==> config.mk <==
export PLATFORM = sky130hd
export DESIGN_NAME = safety_sensor_diagnostic_status
export DESIGN_NICKNAME = d
export VERILOG_FILES = /design/src/logic/flash_timebase.v /design/src/logic/safety_sensor_diagnostic_status.v
export VERILOG_INCLUDE_DIRS = /design/src /design/src/include
export SDC_FILE = /design/constraint.sdc
export NUM_CORES = 1
export LEC_CHECK = 0
export BUFFER_PORTS_ARGS = -buffer_cell sky130_fd_sc_hd__buf_2
export CAP_MARGIN = 0
export CORE_UTILIZATION = 44
export CTS_CLUSTER_SIZE = 24
export DETAILED_ROUTE_END_ITERATION = 8
export PLACE_DENSITY_LB_ADDON = 0.15
export RECOVER_POWER = 50
export SLEW_MARGIN = 0
export SYNTH_ARGS = -nofsm -noshare
export SYNTH_HDL_FRONTEND = slang
export SYNTH_SLANG_ARGS = --single-unit
==> constraint.sdc <==
create_clock -name mclk -period 2 [get_ports mclk]
set_input_delay 0.3 -clock mclk [delete_from_list [all_inputs] [get_ports mclk]]
set_output_delay 0.3 -clock mclk [all_outputs]
set_load 0.02 [all_outputs]
==> src/include/sensor_diag_regs.vh <==
/*
 * Constants of the safety sensor diagnostic status block: bit positions of the
 * serial status bytes, flash timing and the delayed shutdown time.
 * Assumes a single 10 MHz clock and sensing inputs already synchronous to it.
 */
// Operation
// RULE1: Active fault forces diagnostic output low.
// RULE2: Uncleared fault shuts outputs within 30 minutes.
// RULE3: Idle: green only, all outputs low.
// RULE4: Released actuation: yellow on, outputs high.
// RULE5: Limit area: yellow 1 Hz, diagnostic pulsed.
// RULE6: Feedback open: yellow 5 Hz, outputs off.
// RULE7: Limit and feedback open: alternating flash.
// RULE8: Warning: red flash, outputs on until expiry.
// RULE9: Error: red code, yellow on, outputs low.
// RULE10: Chain of 30 plus one, relayed.
// RULE11: Response byte bit meanings as listed.
// RULE12: Communication loss freezes safety outputs.
// RULE13: Fault clears: cause gone, reset or guard.
// RULE14: Output faults clear only at release.
// RULE15: Warning clears itself when cause gone.
// RULE16: Controller sends request byte, resets bits.
// RULE17: Warning byte bit meanings as listed.
// RULE18: Error byte bit meanings as listed.
// RULE19: Bit one means condition present.
// RULE20: Red pulse count encodes fault cause.
// RULE21: Unassigned diagnostic bits read zero.
`ifndef SENSOR_DIAG_REGS_VH
`define SENSOR_DIAG_REGS_VH

`define CLOCK_HZ            10000000
`define FAST_FLASH_HZ       5
`define SLOW_FLASH_HZ       1
`define SHUTDOWN_MINUTES    30
`define SHUTDOWN_SECONDS    (`SHUTDOWN_MINUTES * 60)
`define HALF_FAST_CYCLES    (`CLOCK_HZ / (2 * `FAST_FLASH_HZ))
`define HALF_SLOW_CYCLES    (`CLOCK_HZ / (2 * `SLOW_FLASH_HZ))
`define CHAIN_MAX_PLAIN     30

`define REQ_RESET_LOW       0
`define REQ_RESET_HIGH      7

`define RSP_OUT_ON          0
`define RSP_ACTUATOR        1
`define RSP_START_MISSING   3
`define RSP_INPUTS_LIVE     4
`define RSP_LIMIT           5
`define RSP_WARNING         6
`define RSP_ERROR           7

`define DIAG_OUT_A          0
`define DIAG_OUT_B          1
`define DIAG_CROSS          2
`define DIAG_TEMP           3
`define DIAG_ACTUATOR       4
`define DIAG_INTERNAL       5
`define DIAG_COMM           6
`define DIAG_LOW_SUPPLY     7

`define FLASH_STEPS         16
`define STEP_BITS           4
`define CODE_CONTINUOUS     3'h7
`define CODE_NONE           3'h0

`endif

==> src/logic/flash_timebase.v <==
/*
 * Time base for the indicators: one-cycle enables at each half period of the
 * fast and slow flash rates and the matching square waves.
 * Assumes one clock; the half-period counts arrive as parameters.
 */
`include "sensor_diag_regs.vh"

module flash_timebase #(
    parameter HALF_FAST = `HALF_FAST_CYCLES,  // Cycles per half period, fast flash.
    parameter HALF_SLOW = `HALF_SLOW_CYCLES   // Cycles per half period, slow flash.
) (
    input  wire mclk,       // System clock.
    input  wire reset,      // Synchronous reset, active high.
    output reg  fast_tick,  // Pulse at each fast half period.
    output reg  slow_tick,  // Pulse at each slow half period.
    output reg  fast_wave,  // Fast square wave.
    output reg  slow_wave   // Slow square wave.
);
    reg [23:0] fast_count;
    reg [23:0] slow_count;

    always @(posedge mclk) begin
        if (reset) begin
            fast_count <= 24'h000000;
            slow_count <= 24'h000000;
            fast_tick  <= 1'b0;
            slow_tick  <= 1'b0;
            fast_wave  <= 1'b0;
            slow_wave  <= 1'b0;
        end else begin
            fast_tick <= 1'b0;
            slow_tick <= 1'b0;
            if (fast_count == HALF_FAST[23:0] - 24'h000001) begin
                fast_count <= 24'h000000;
                fast_tick  <= 1'b1;
                fast_wave  <= ~fast_wave;
            end else begin
                fast_count <= fast_count + 24'h000001;
            end
            if (slow_count == HALF_SLOW[23:0] - 24'h000001) begin
                slow_count <= 24'h000000;
                slow_tick  <= 1'b1;
                slow_wave  <= ~slow_wave;
            end else begin
                slow_count <= slow_count + 24'h000001;
            end
        end
    end
endmodule

==> src/logic/safety_sensor_diagnostic_status.v <==
/*
 * Diagnostic status logic of a non-contact safety sensor: indicator LEDs,
 * diagnostic output, both safety outputs, fault latching, unlatched warning flags, the
 * delayed shutdown after a warning and the status bytes for the controller.
 * Assumes all sensing inputs are synchronous to mclk and already debounced.
 */
`include "sensor_diag_regs.vh"

module safety_sensor_diagnostic_status #(
    parameter HALF_FAST        = `HALF_FAST_CYCLES, // Fast flash half period in cycles.
    parameter HALF_SLOW        = `HALF_SLOW_CYCLES, // Slow flash half period in cycles.
    parameter SHUTDOWN_SECONDS = `SHUTDOWN_SECONDS  // Warning to shutdown, slow periods.
) (
    input  wire       mclk,                  // System clock, 10 MHz.
    input  wire       reset,                 // Synchronous reset, active high.
    input  wire       variant_edge_feedback, // 1: release on trailing edge, 0: on level.
    input  wire       actuator_present,      // Actuator within range.
    input  wire       limit_area,            // Actuator in hysteresis area.
    input  wire       feedback_closed,       // Feedback circuit closed.
    input  wire       safety_input_a,        // Safety input A live.
    input  wire       safety_input_b,        // Safety input B live.
    input  wire [5:0] fault_cause,           // Fault causes, error byte order.
    input  wire [7:0] warning_cause,         // Warning causes, warning byte order.
    input  wire       comm_error,            // Link to gateway lost.
    input  wire [7:0] host_request_byte,     // Request byte from controller.
    input  wire       request_valid,         // Request byte is current.
    input  wire       serial_diag_in,        // Serial diagnostic line from upstream.
    output reg        serial_diag_out,       // Serial diagnostic line to downstream.
    output reg        led_green,             // Green indicator.
    output reg        led_red,               // Red indicator.
    output reg        led_yellow,            // Yellow indicator.
    output reg        diag_output,           // Diagnostic output, 1 = 24 V.
    output reg        safety_output_a,       // Safety output A, 1 = 24 V.
    output reg        safety_output_b,       // Safety output B, 1 = 24 V.
    output reg  [7:0] sensor_response_byte,  // Status for the controller.
    output reg  [7:0] warning_diag_byte,     // Warning flags.
    output reg  [7:0] error_diag_byte        // Error flags.
);
    wire fast_tick;
    wire slow_tick;
    wire fast_wave;
    wire slow_wave;

    flash_timebase #(
        .HALF_FAST (HALF_FAST),
        .HALF_SLOW (HALF_SLOW)
    ) timebase (
        .mclk      (mclk),
        .reset     (reset),
        .fast_tick (fast_tick),
        .slow_tick (slow_tick),
        .fast_wave (fast_wave),
        .slow_wave (slow_wave)
    );

    // Pulse count for the red indicator; an internal fault wins, then the lowest set flag.
    function [2:0] flash_code;
        input [5:0] flags;
        begin
            if (flags[`DIAG_INTERNAL])
                flash_code = `CODE_CONTINUOUS;
            else if (flags[`DIAG_OUT_A])
                flash_code = 3'h1;
            else if (flags[`DIAG_OUT_B])
                flash_code = 3'h2;
            else if (flags[`DIAG_CROSS])
                flash_code = 3'h3;
            else if (flags[`DIAG_TEMP])
                flash_code = 3'h4;
            else if (flags[`DIAG_ACTUATOR])
                flash_code = 3'h5;
            else
                flash_code = `CODE_NONE;
        end
    endfunction

    reg [5:0]  fault_latch;
    reg        expired;
    reg [10:0] warn_seconds;
    reg        released;
    reg        feedback_prev;
    reg        request_prev_high;
    reg        request_prev_low;
    reg        actuator_prev;
    reg        alt_select;
    reg [3:0]  flash_step;

    wire       inputs_live  = safety_input_a & safety_input_b;
    wire [5:0] cause_masked = fault_cause & 6'h3f;
    wire       any_warning  = |warning_cause | comm_error;
    wire       any_error    = |fault_latch | expired;
    wire       reset_fall   = request_valid &
                              ((request_prev_high & ~host_request_byte[`REQ_RESET_HIGH]) |
                               (request_prev_low  & ~host_request_byte[`REQ_RESET_LOW]));
    wire       guard_opened = actuator_prev & ~actuator_present;
    wire       clear_req    = reset_fall | guard_opened;
    wire       release_cond = variant_edge_feedback ? (feedback_prev & ~feedback_closed)
                                                    : feedback_closed;
    wire       may_release  = actuator_present & inputs_live & ~any_error;
    wire       release_now  = may_release & release_cond;
    wire [7:0] warn_flags   = {warning_cause[`DIAG_LOW_SUPPLY], comm_error,
                               warning_cause[`DIAG_INTERNAL], 1'b0,
                               warning_cause[3:0]};

    reg [5:0] next_fault_latch;
    reg       next_released;
    reg       next_red;
    reg       next_yellow;
    reg       next_diag;
    reg       next_out;
    reg [2:0] code;
    integer   i;

    always @* begin
        // Set wins over clear: a cause still present keeps its flag.
        for (i = 0; i < 6; i = i + 1) begin
            if (cause_masked[i])
                next_fault_latch[i] = 1'b1;
            else if (i <= `DIAG_CROSS && clear_req)
                next_fault_latch[i] = fault_latch[i] & ~release_cond;  // see RULE14
            else if (clear_req)
                next_fault_latch[i] = 1'b0;  // see RULE13
            else
                next_fault_latch[i] = fault_latch[i];
        end

        if (~actuator_present | ~inputs_live | any_error)
            next_released = 1'b0;  // see RULE9
        else if (release_now)
            next_released = 1'b1;  // see RULE6
        else
            next_released = released;

        code = any_error ? flash_code(fault_latch) : flash_code(warn_flags[5:0]);
        if (code == `CODE_CONTINUOUS)
            next_red = 1'b1;  // see RULE20
        else if (code != `CODE_NONE)
            next_red = ({1'b0, flash_step} < {1'b0, code, 1'b0}) & ~flash_step[0];  // see RULE20
        else if (any_error | any_warning)
            next_red = fast_wave;  // see RULE8
        else
            next_red = 1'b0;  // see RULE3

        if (any_error | any_warning)
            next_yellow = 1'b1;  // see RULE8
        else if (~actuator_present)
            next_yellow = 1'b0;  // see RULE3
        else if (~released & limit_area)
            next_yellow = alt_select ? slow_wave : fast_wave;  // see RULE7
        else if (~released)
            next_yellow = fast_wave;  // see RULE6
        else if (limit_area)
            next_yellow = slow_wave;  // see RULE5
        else
            next_yellow = 1'b1;  // see RULE4

        if (any_error | any_warning)
            next_diag = 1'b0;  // see RULE1
        else if (~actuator_present)
            next_diag = 1'b0;  // see RULE3
        else if (limit_area)
            next_diag = slow_wave;  // see RULE5
        else
            next_diag = 1'b1;  // see RULE4

        // Safety outputs follow the release with no error; a lost gateway link holds them unless an error stands.
        if (comm_error & ~any_error)
            next_out = safety_output_a;  // see RULE12
        else
            next_out = released & ~any_error;  // see RULE2
    end

    always @(posedge mclk) begin
        if (reset) begin
            fault_latch          <= 6'h00;
            expired              <= 1'b0;
            warn_seconds         <= 11'h000;
            released             <= 1'b0;
            feedback_prev        <= 1'b0;
            request_prev_high    <= 1'b0;
            request_prev_low     <= 1'b0;
            actuator_prev        <= 1'b0;
            alt_select           <= 1'b0;
            flash_step           <= 4'h0;
            serial_diag_out      <= 1'b0;
            led_green            <= 1'b0;
            led_red              <= 1'b0;
            led_yellow           <= 1'b0;
            diag_output          <= 1'b0;
            safety_output_a      <= 1'b0;
            safety_output_b      <= 1'b0;
            sensor_response_byte <= 8'h00;
            warning_diag_byte    <= 8'h00;
            error_diag_byte      <= 8'h00;
        end else begin
            fault_latch   <= next_fault_latch;
            released      <= next_released;
            feedback_prev <= feedback_closed;
            actuator_prev <= actuator_present;
            if (request_valid) begin
                request_prev_high <= host_request_byte[`REQ_RESET_HIGH];  // see RULE16
                request_prev_low  <= host_request_byte[`REQ_RESET_LOW];
            end

            // Delayed shutdown counts whole slow periods while a warning stands.
            if (any_warning & ~expired) begin
                if (slow_tick & slow_wave) begin
                    if (warn_seconds == SHUTDOWN_SECONDS[10:0] - 11'h001)
                        expired <= 1'b1;  // see RULE2
                    else
                        warn_seconds <= warn_seconds + 11'h001;
                end
            end else if (~any_warning) begin
                warn_seconds <= 11'h000;  // see RULE15
                if (expired & clear_req)
                    expired <= 1'b0;  // see RULE13
            end

            if (slow_tick & slow_wave)
                alt_select <= ~alt_select;  // see RULE7
            if (fast_tick)
                flash_step <= flash_step + 4'h1;

            // Upstream diagnostic data passes on one cycle later.
            serial_diag_out <= serial_diag_in;  // see RULE10

            led_green       <= 1'b1;  // see RULE3
            led_red         <= next_red;
            led_yellow      <= next_yellow;
            diag_output     <= next_diag;
            safety_output_a <= next_out;
            safety_output_b <= next_out;

            sensor_response_byte <= {any_error, any_warning, limit_area & actuator_present,
                                     inputs_live, ~feedback_closed, 1'b0,
                                     actuator_present, next_out};  // see RULE11 RULE19 RULE21
            warning_diag_byte    <= warn_flags;                       // see RULE17
            error_diag_byte      <= {2'h0, fault_latch};             // see RULE18 RULE21
        end
    end
endmodule

Word level (Yosys, flattened, before mapping)
Cells that the tools add are included.

Output and inout bits: 31. Register bits: 110. Input port bits: 33.

Mux-type cells: 45. Bitwise logic cells: 40. Equality and inequality tests: 8. Reduce and logical (&&, ||, !) cells: 16. $add $sub $neg: 4. Magnitude comparators: 1.

Operators by type and width (count): 24-bit by 1-bit adder with 24-bit output, second input constant (2); 11-bit 2-to-1 mux (4); 3-bit 2-to-1 mux (12); 1-bit 2-to-1 mux (29); 24-bit by 20-bit equality test with 1-bit output, second input constant (1); 24-bit by 23-bit equality test with 1-bit output, second input constant (1); 1-bit AND (20); 2-bit nonzero test (7); 1-bit inverter (13); 11-bit by 1-bit adder with 11-bit output, second input constant (1); 11-bit equality test, second input constant (1); 8-bit OR reduction (1); 1-bit OR (7); 2-bit by 1-bit inequality test with 1-bit output, second input constant (3); 2-bit OR reduction (3); 6-bit OR reduction (1); 4-bit by 1-bit adder with 4-bit output, second input constant (1); 4-bit less-than comparator (1); 4-bit AND reduction (1); 3-bit equality test, second input constant (1); 3-bit AND reduction (1); 3-bit nonzero test (1); 3-bit OR reduction (1); 2-bit inequality test, second input constant (1).

Logic depth before layout (Yosys ltp)
Gate-level depths: netlist (run 1).

Word-level depth: 11. Gate-level depth with buffers: 9. Mapped depth without buffers: 9.

Modules after synthesis
From an unflattened synthesis (run 1), not the netlist that was laid out.

Cells, all modules: 494. Area total of the unflattened synthesis: 4475.5 sq um.

By module, submodules not included: flash_timebase (sequential area each 1041.0 sq um, area each 2346.0 sq um, times used 1, cells each 272); safety_sensor_diagnostic_status (sequential area each 1041.0 sq um, area each 2129.5 sq um, times used 1, cells each 222).

Worst setup path after synthesis (run 1)
OpenSTA, ideal clock, no wires.

Path kind: reg-to-reg. From: register expired. To: register led_red. Setup time: 79 ps. Cell stages (with the launch flop): 8. Path buffers: 0. Path slack: 229 ps. Period minus slack after synthesis: 1771 ps. Arrival: 1692 ps. Path through: dfxtp_1 > nor3_1 > and3b_1 > nor3_1 > ha_1 > a2111oi_0 > o211ai_1 > o211ai_1.

Cells in the longest elaborated chain, start to end: 6. Elaborated cells on any way between the ends: 10. Classes of those cells: order compare: 1; eq/ne: 1; mux: 4; bitwise: 3; reduce/logical: 1.

RTL lines: start: declaration (line safety_sensor_diagnostic_status.v:78) `reg expired;`; start signal: assignment (line safety_sensor_diagnostic_status.v:176) `expired <= 1'b0;`; start signal: assignment (line safety_sensor_diagnostic_status.v:209) `expired <= 1'b1;`; start signal: assignment (line safety_sensor_diagnostic_status.v:216) `expired <= 1'b0;`; 1-bit OR * (line safety_sensor_diagnostic_status.v:91) `wire any_error = |fault_latch | expired;`; 3-bit 2-to-1 mux (line safety_sensor_diagnostic_status.v:134) `code = any_error ? flash_code(fault_latch) : flash_code(warn_flags[5:0]);`; 4-bit less-than comparator (line safety_sensor_diagnostic_status.v:138) `next_red = ({1'b0, flash_step} < {1'b0, code, 1'b0}) & ~flash_step[0];`; 1-bit AND (line safety_sensor_diagnostic_status.v:138); 1-bit 2-to-1 mux (line safety_sensor_diagnostic_status.v:137) `` else if (code != `CODE_NONE) ``; 1-bit 2-to-1 mux * (line safety_sensor_diagnostic_status.v:135) `` if (code == `CODE_CONTINUOUS) ``; end signal: assignment (line safety_sensor_diagnostic_status.v:228) `led_red <= next_red;`; end: declaration (line safety_sensor_diagnostic_status.v:30) `output reg led_red,`.

Every way passes the cells marked *; elsewhere a longest branch is shown, timed or not. A chain may end at the register's enable or synchronous reset.

Worst setup path after layout (run 1)
Same ends and word-level chain as after synthesis.

==> results of run 1 <==
## report_power, final
| group | switching [W] | leakage [nW] | total, W | internal, W |
|---|---|---|---|---|
| Combinational | 0.000156 | 0.959 | 0.000257 | 0.000101 |
| Sequential | 0.0000270 | 0.848 | 0.00215 | 0.00212 |
| Clock | 0.000706 | 0.113 | 0.00148 | 0.000776 |
| Total | 0.000889 | 1.92 | 0.00388 | 0.00300 |
## area by class of cell
| class | instances | area share (%) |
|---|---|---|
| Inverter | 12 | 0.8909 |
| Tap cell | 133 | 3.291 |
| Clock buffer | 12 | 3.069 |
| Timing Repair Buffer | 71 | 7.597 |
| Sequential cell | 104 | 41.18 |
| Clock inverter | 4 | 1.510 |
| Multi-Input combinational cell | 347 | 42.46 |
## repair_timing
item | CTS | global route
resized for setup | 0 | 2
endpoints found under the hold margin | 0 | 0
setup buffers | 0 | 1
setup endpoints to repair | 0 | 6
## per-layer routing
layer / vias up / track usage (%)
li1: 1758 / -
met5: - / 0
met2: 63 / 27.41
met4: 0 / 8.571
met1: 1557 / 21.45
met3: 9 / 2.941
## registers in the layout (all words and copies together), names as in the netlist, 4 cells and up
name / count
sensor_response_byte: 7
warning_diag_byte: 7
error_diag_byte: 6
timebase.fast_count: 24
timebase.slow_count: 24
warn_seconds: 11
flash_step: 4
fault_latch: 6
## metrics by stage
| step | std cells | hold WS (ns) | TNS [ns] | cell area [um2] |
|---|---|---|---|---|
| final | 683 | 0.1164 | 0 | 5056 |
| after global routing | 683 | 0.1234 | 0 | 5056 |
| after CTS | 682 | 0.1031 | 0 | 5090 |
| after detailed placement | 666 | 0.4574 | -0.01319 | 4858 |
| after global placement | 666 | 0.4413 | 0 | 4858 |
| after floorplan | 485 | 0.3667 | 0 | 4412 |
## cell families (layout without fill, tap and decap cells)
family,after synthesis,after routing,share of synthesized area [%]
compound gates,30,30,5.147
flops,104,104,47.31
xor+xnor,59,59,11.74
buf+inv,34,99,4.151
mux,5,5,1.137
other cells,1,4,0.08522
simple gates,244,244,29.00
fa+ha+maj,5,5,1.422
## worst max-delay path by stage
stage	start	end	slack (ns)	cells after the start
after CTS	expired	led_red	0.06	7
after floorplan	expired	led_red	0.23	7
after detailed placement	warning_cause[1]	led_red	-0.01	9
after global routing	warn_seconds[0]	warn_seconds[6]	0.02	6
after global placement	warning_cause[1]	led_red	0.07	9
final	expired	led_red	0.13	7
## layout by cell type, fill, tap and decap left out, types with 3 or more instances in the layout
master    instances
nand2b_1          3
conb_1            4
nor3_1           15
inv_1            12
nand3_1          27
nand2_1          24
xnor2_1          21
ha_1              5
and3_1            7
nor2b_1          15
o21ai_0           6
nor4b_1           5
clkbuf_8         11
xor2_1           38
dfxtp_1         104
buf_2            26
buf_4            14
and4_1            5
nand4_1          17
clkbuf_1         30
nor2_1           94
a21oi_1          11
nor4_1           10
or2_2             5
mux2i_1           5
## worst max-delay path, delay by kind of cell, from the launching register on
| kind | cells | cell delay (ns) |
|---|---|---|
| AOI/OAI and AO/OA | 3 | 0.61 |
| and+or+nand+nor | 3 | 0.53 |
| DFF | 1 | 0.33 |
| adders and majority gates | 1 | 0.31 |
==> impl_results.md, run 1 <==
* Status: complete, no violations
* First-pass GRT wire length at around 14000 um
* Hold path depth at 2
* Worst skew pair latency at between 0.3 and 0.4 ns
* Synth area leaders: dfxtp_1 47%, nor2_1 8.0%, xor2_1 7.6%, xnor2_1 4.2%, nand3_1 3.1%
* Tot Pwr at 0.003884 W
* Area growth syn-to-layout at 14.90%
* Core Region at 0.009729 mm2
* Max Freq at around 0.54 GHz
* Worst path cell trace: nor3_1 -> and3b_1 -> nor3_1 -> ha_1 -> a2111oi_2 -> o211ai_1 -> o211ai_1
* Commonest cells post-synth: 104 x dfxtp_1, 94 x nor2_1, 38 x xor2_1, 27 x nand3_1, 24 x nand2_1
* HP Class: primary input to flip-flop
* Yosys reg bits at between 100 and 150
* Worst hold start: feedback_closed
* Setup Skew at 0.01081 ns
* Post-synth EDFFs at 0
* Hold Path End: sensor_response_byte[3]
* Vias per cell at 4.959
* M1 WL at 4198 um
* Worst r2r path cells at 7
* Detailed placement HPWL at approximately 5800 um
* Most common cell in the netlist: dfxtp_1
* Multi-input logic area at about 0.0021 mm2
* Worst reg2reg path startpoint: expired
* Slew Viols, Final at 0
* Vias in the first global route at approximately 3100
* P per Cell Area at just under 800 mW/mm2
* Crit start category: flip-flop
* Worst r2r dst: led_red
* Final worst-path cycle share at a little over 90%
* Io pins at 64
* Slew headroom at 47.46%
* CP max stage delay at between 0.3 and 0.4 ns
* Least-Margin Pin Slew at 0.7881 ns
* DRC at 0
* Die height at a little over 100 um
* Number of port buffers at 53
* Tmin final at approximately 1.9 ns
* CTS sink cnt at 104
* Arrival @ worst endpoint at 2.16 ns
* Total global routing overflow at 0
* Critical-path top delay cell: a2111oi_2
* Metal2 WL at 3645 um
* GRT Overall Usage at ~17%
* Post-synthesis cell type count at 52
* Antenna Nets Post-Route at 0
* Reg clk slew, reported paths at around 0.090 ns
* DR top layer: met4
* Via count at around 3400
* First-pass DRT Iterations at 4
* CTS max path bufs at 2
* Final WL at 8274 um
* Max Cap Violations at 0
* Critical path endpoint category: flip-flop
* Routability congestion estimate at 0.7965
* Cell Area, Synth at 0.004400 mm2
* Synth warn at 0
* DRT iter0 DRCs at 105
* Nets at 583
* Synth Flop Type: dfxtp_1
* Register area at between 0.002 and 0.0025 mm2
* Final setup margin at 0.1341 ns
* Final core occ at 51.97%
* Row count at 36
* Syn Area/Cell at 9.130 um2
* Hold Vio Cnt, Final at 0
* Worst Setup Path Type: flip-flop to flip-flop
* Layout cells sized above 1 at between 10% and 20%
* Cts hold-fix bufs at 0
* Initial Utilization at between 40% and 50%
* Leak pwr at roughly 1.9 nW
* TritonCTS Buffers at 9
* Root Driver: clkbuf_8
* CTS tree: done
* Final Setup Violations at 0
* Critical Path RT at 2.29 ns
* N_diodes at 0
* Pin count of the biggest net entering global routing at 25
* Yosys top cell area share at 47.31%
* Register area share after synthesis at 47.31%
* Initial antenna violation count at 0
* Dpl ws at -0.01319 ns
* RSZ-0062 raised after global routing: false
* H-tree level count at 3
* Fraction of registers with async set/reset at 0%
* Maximum vdd drop at around 300 uV
* WL/cell at around 12 um
* Gate Count Post-Synth at 482
* Metal3 WL at 294 um
* Die W at 102.0 um
* Die area at 0.01041 mm2
* Reg-to-reg slack, setup at between 0.1 and 0.15 ns
* Crit Path Max Fanout at 2
* Number of fill cells in the layout at 956
* Cell taking the most area after synthesis: dfxtp_1
Note: power is estimated with default switching activity, not from simulation.
==> run 2, diff against run 1 <==
- clock period: 2 -> 1.9 ns (I/O delays scaled with it)
==> impl_results.md, run 2 (synthesis results as in run 1) <==
* Status: complete, no violations
* Worst skew pair latency at 0.35 ns
* Worst Setup Path Type: flip-flop to flip-flop
* Number of port buffers at 53
* CTS sink cnt at between 100 and 150
* Crit Path Max Fanout at 5
* HP Class: primary input to flip-flop
* Metal3 WL at between 200 and 300 um
* CTS max path bufs at 2
* Final worst-path cycle share at 92.67%
* CTS tree: done
* Slew Viols, Final at 0
* Most common cell after layout, fill and taps aside: dfxtp_1
* Regs by FF count: timebase.fast_count x24, timebase.slow_count x24, warn_seconds x11
* RSZ-0062 raised after global routing: true
* Critical path endpoint category: flip-flop
* Critical Path RT at 2.16 ns
* DRC at 0
* Leak pwr at 2.061 nW
* Clk pwr share at 35.4%
* Worst path cell trace: or4b_4 -> o41a_4 -> nand4_1 -> xor2_1 -> nor2_1
* DRT iter0 DRCs at 116
* Most frequent cells in the layout: 102 x dfxtp_1, 94 x nor2_1, 53 x buf_2, 38 x xor2_1, 27 x nand3_1
* Max Cap Violations at 0
* Sequential fraction of design power at 57.0%
* Core Region at 0.009729 mm2
* Die W at 102.0 um
* Area growth syn-to-layout at 17.40%
* Internal power at 0.003071 W
* Antenna Nets Post-Route at 0
* M1 WL at 4279 um
* Crit start category: flip-flop
* Combinational share of power at 7.6%
* Switching Fraction at 22.46%
* Layout cells sized above 1 at 20.47%
* Hold Worst Slack at about 0.11 ns
* Buf/Inv on CP at 0
* Sum Neg Setup Slack at 0 ns
* Critical-path top delay cell: or4b_4
* CP max stage delay at 0.58 ns
* Arrival @ worst endpoint at 2.02 ns
* Initial Utilization at between 40% and 50%
* Sw power at 0.0008899 W
* Nets at 591
* Tot Pwr at 0.003961 W
* Max Freq at 0.5679 GHz
* Top delay family on crit path: simple AND/OR/NAND/NOR gates
* Hold Vio Cnt, Final at 0
* Root Driver: clkbuf_8
* Reg clk slew, reported paths at 0.09 ns
* Vias in the first global route at 3191
* Detailed placement HPWL at 6055 um
* Final Setup Violations at 0
* Row count at 36
* Cts hold-fix bufs at 0
* Total global routing overflow at 0
* Maximum vdd drop at 320.0 uV
* Via count at 3430
* N_diodes at 0
* First-pass GRT wire length at 14460 um
* Die area at 0.01041 mm2
* Setup Skew at 0.006558 ns
* P per Cell Area at 766.7 mW/mm2
* Die height at 102.0 um
* WL/cell at 12.43 um
* Initial antenna violation count at 0
* Metal2 WL at 3895 um
* Tmin final at 1.761 ns
* First-pass DRT Iterations at 4
* H-tree level count at 3
* GRT Overall Usage at between 10% and 20%
* Routability congestion estimate at 0.8088
* Io pins at 64
* Vias per cell at ~5
* Final WL at 8578 um
* TritonCTS Buffers at 9
* Pin count of the biggest net entering global routing at 25
* DR top layer: met4
-- run 2: final timing paths --
path / start / to / slack [ns] / cells after the start
max: warn_seconds[5] / warn_seconds[6] / 0.14 / 5
min: feedback_closed / sensor_response_byte[3] / 0.11 / 2
max reg2reg: warn_seconds[5] / warn_seconds[6] / 0.14 / 5
min reg2reg: timebase.slow_count[0] / timebase.slow_count[0] / 0.47 / 1
-- run 2: per-stage QoR --
stage / instance area [um2] / utilization (%) / instances / setup WS, ns
2_1_floorplan: 4412 / - / 485 / 0.1288
3_3_place_gp: 4931 / 50.68 / 674 / -0.01385
3_5_place_dp: 4931 / 50.68 / 674 / -0.08235
4_1_cts: 5137 / 52.80 / 689 / 0.01385
5_1_grt: 5166 / 53.10 / 690 / -0.004190
6_report: 5166 / 53.10 / 690 / 0.1393
-- run 2: power by group through the flow --
stage          registers, W  logic (W)  clock network [W]
2_1_floorplan       0.00234   0.000140                  0
3_3_place_gp        0.00231   0.000291                  0
3_5_place_dp        0.00231   0.000295                  0
4_1_cts             0.00226   0.000296            0.00145
5_1_grt             0.00227   0.000335            0.00154
6_report            0.00226   0.000301            0.00140
-- run 2: timing repair --
action                                  in CTS  in global routing
endpoints found under the setup margin       0                  2
gates resized for setup                      0                  7
buffers inserted                             0                  1
-- run 2: layout make-up --
type	count	area, um2
Tap cell	133	166.4
Multi-Input combinational cell	347	2166
Fill cell	926	4563
Clock inverter	2	37.54
Clock buffer	13	168.9
Sequential cell	104	2085
Inverter	12	45.04
Timing Repair Buffer	79	498.0
-- run 2: metal layers --
metal  vias to the layer above  GRT usage, %
met5                         -             0
met1                      1594         22.54
met2                        65         28.91
met3                         8         3.010
li1                       1763             -
met4                         0         7.582
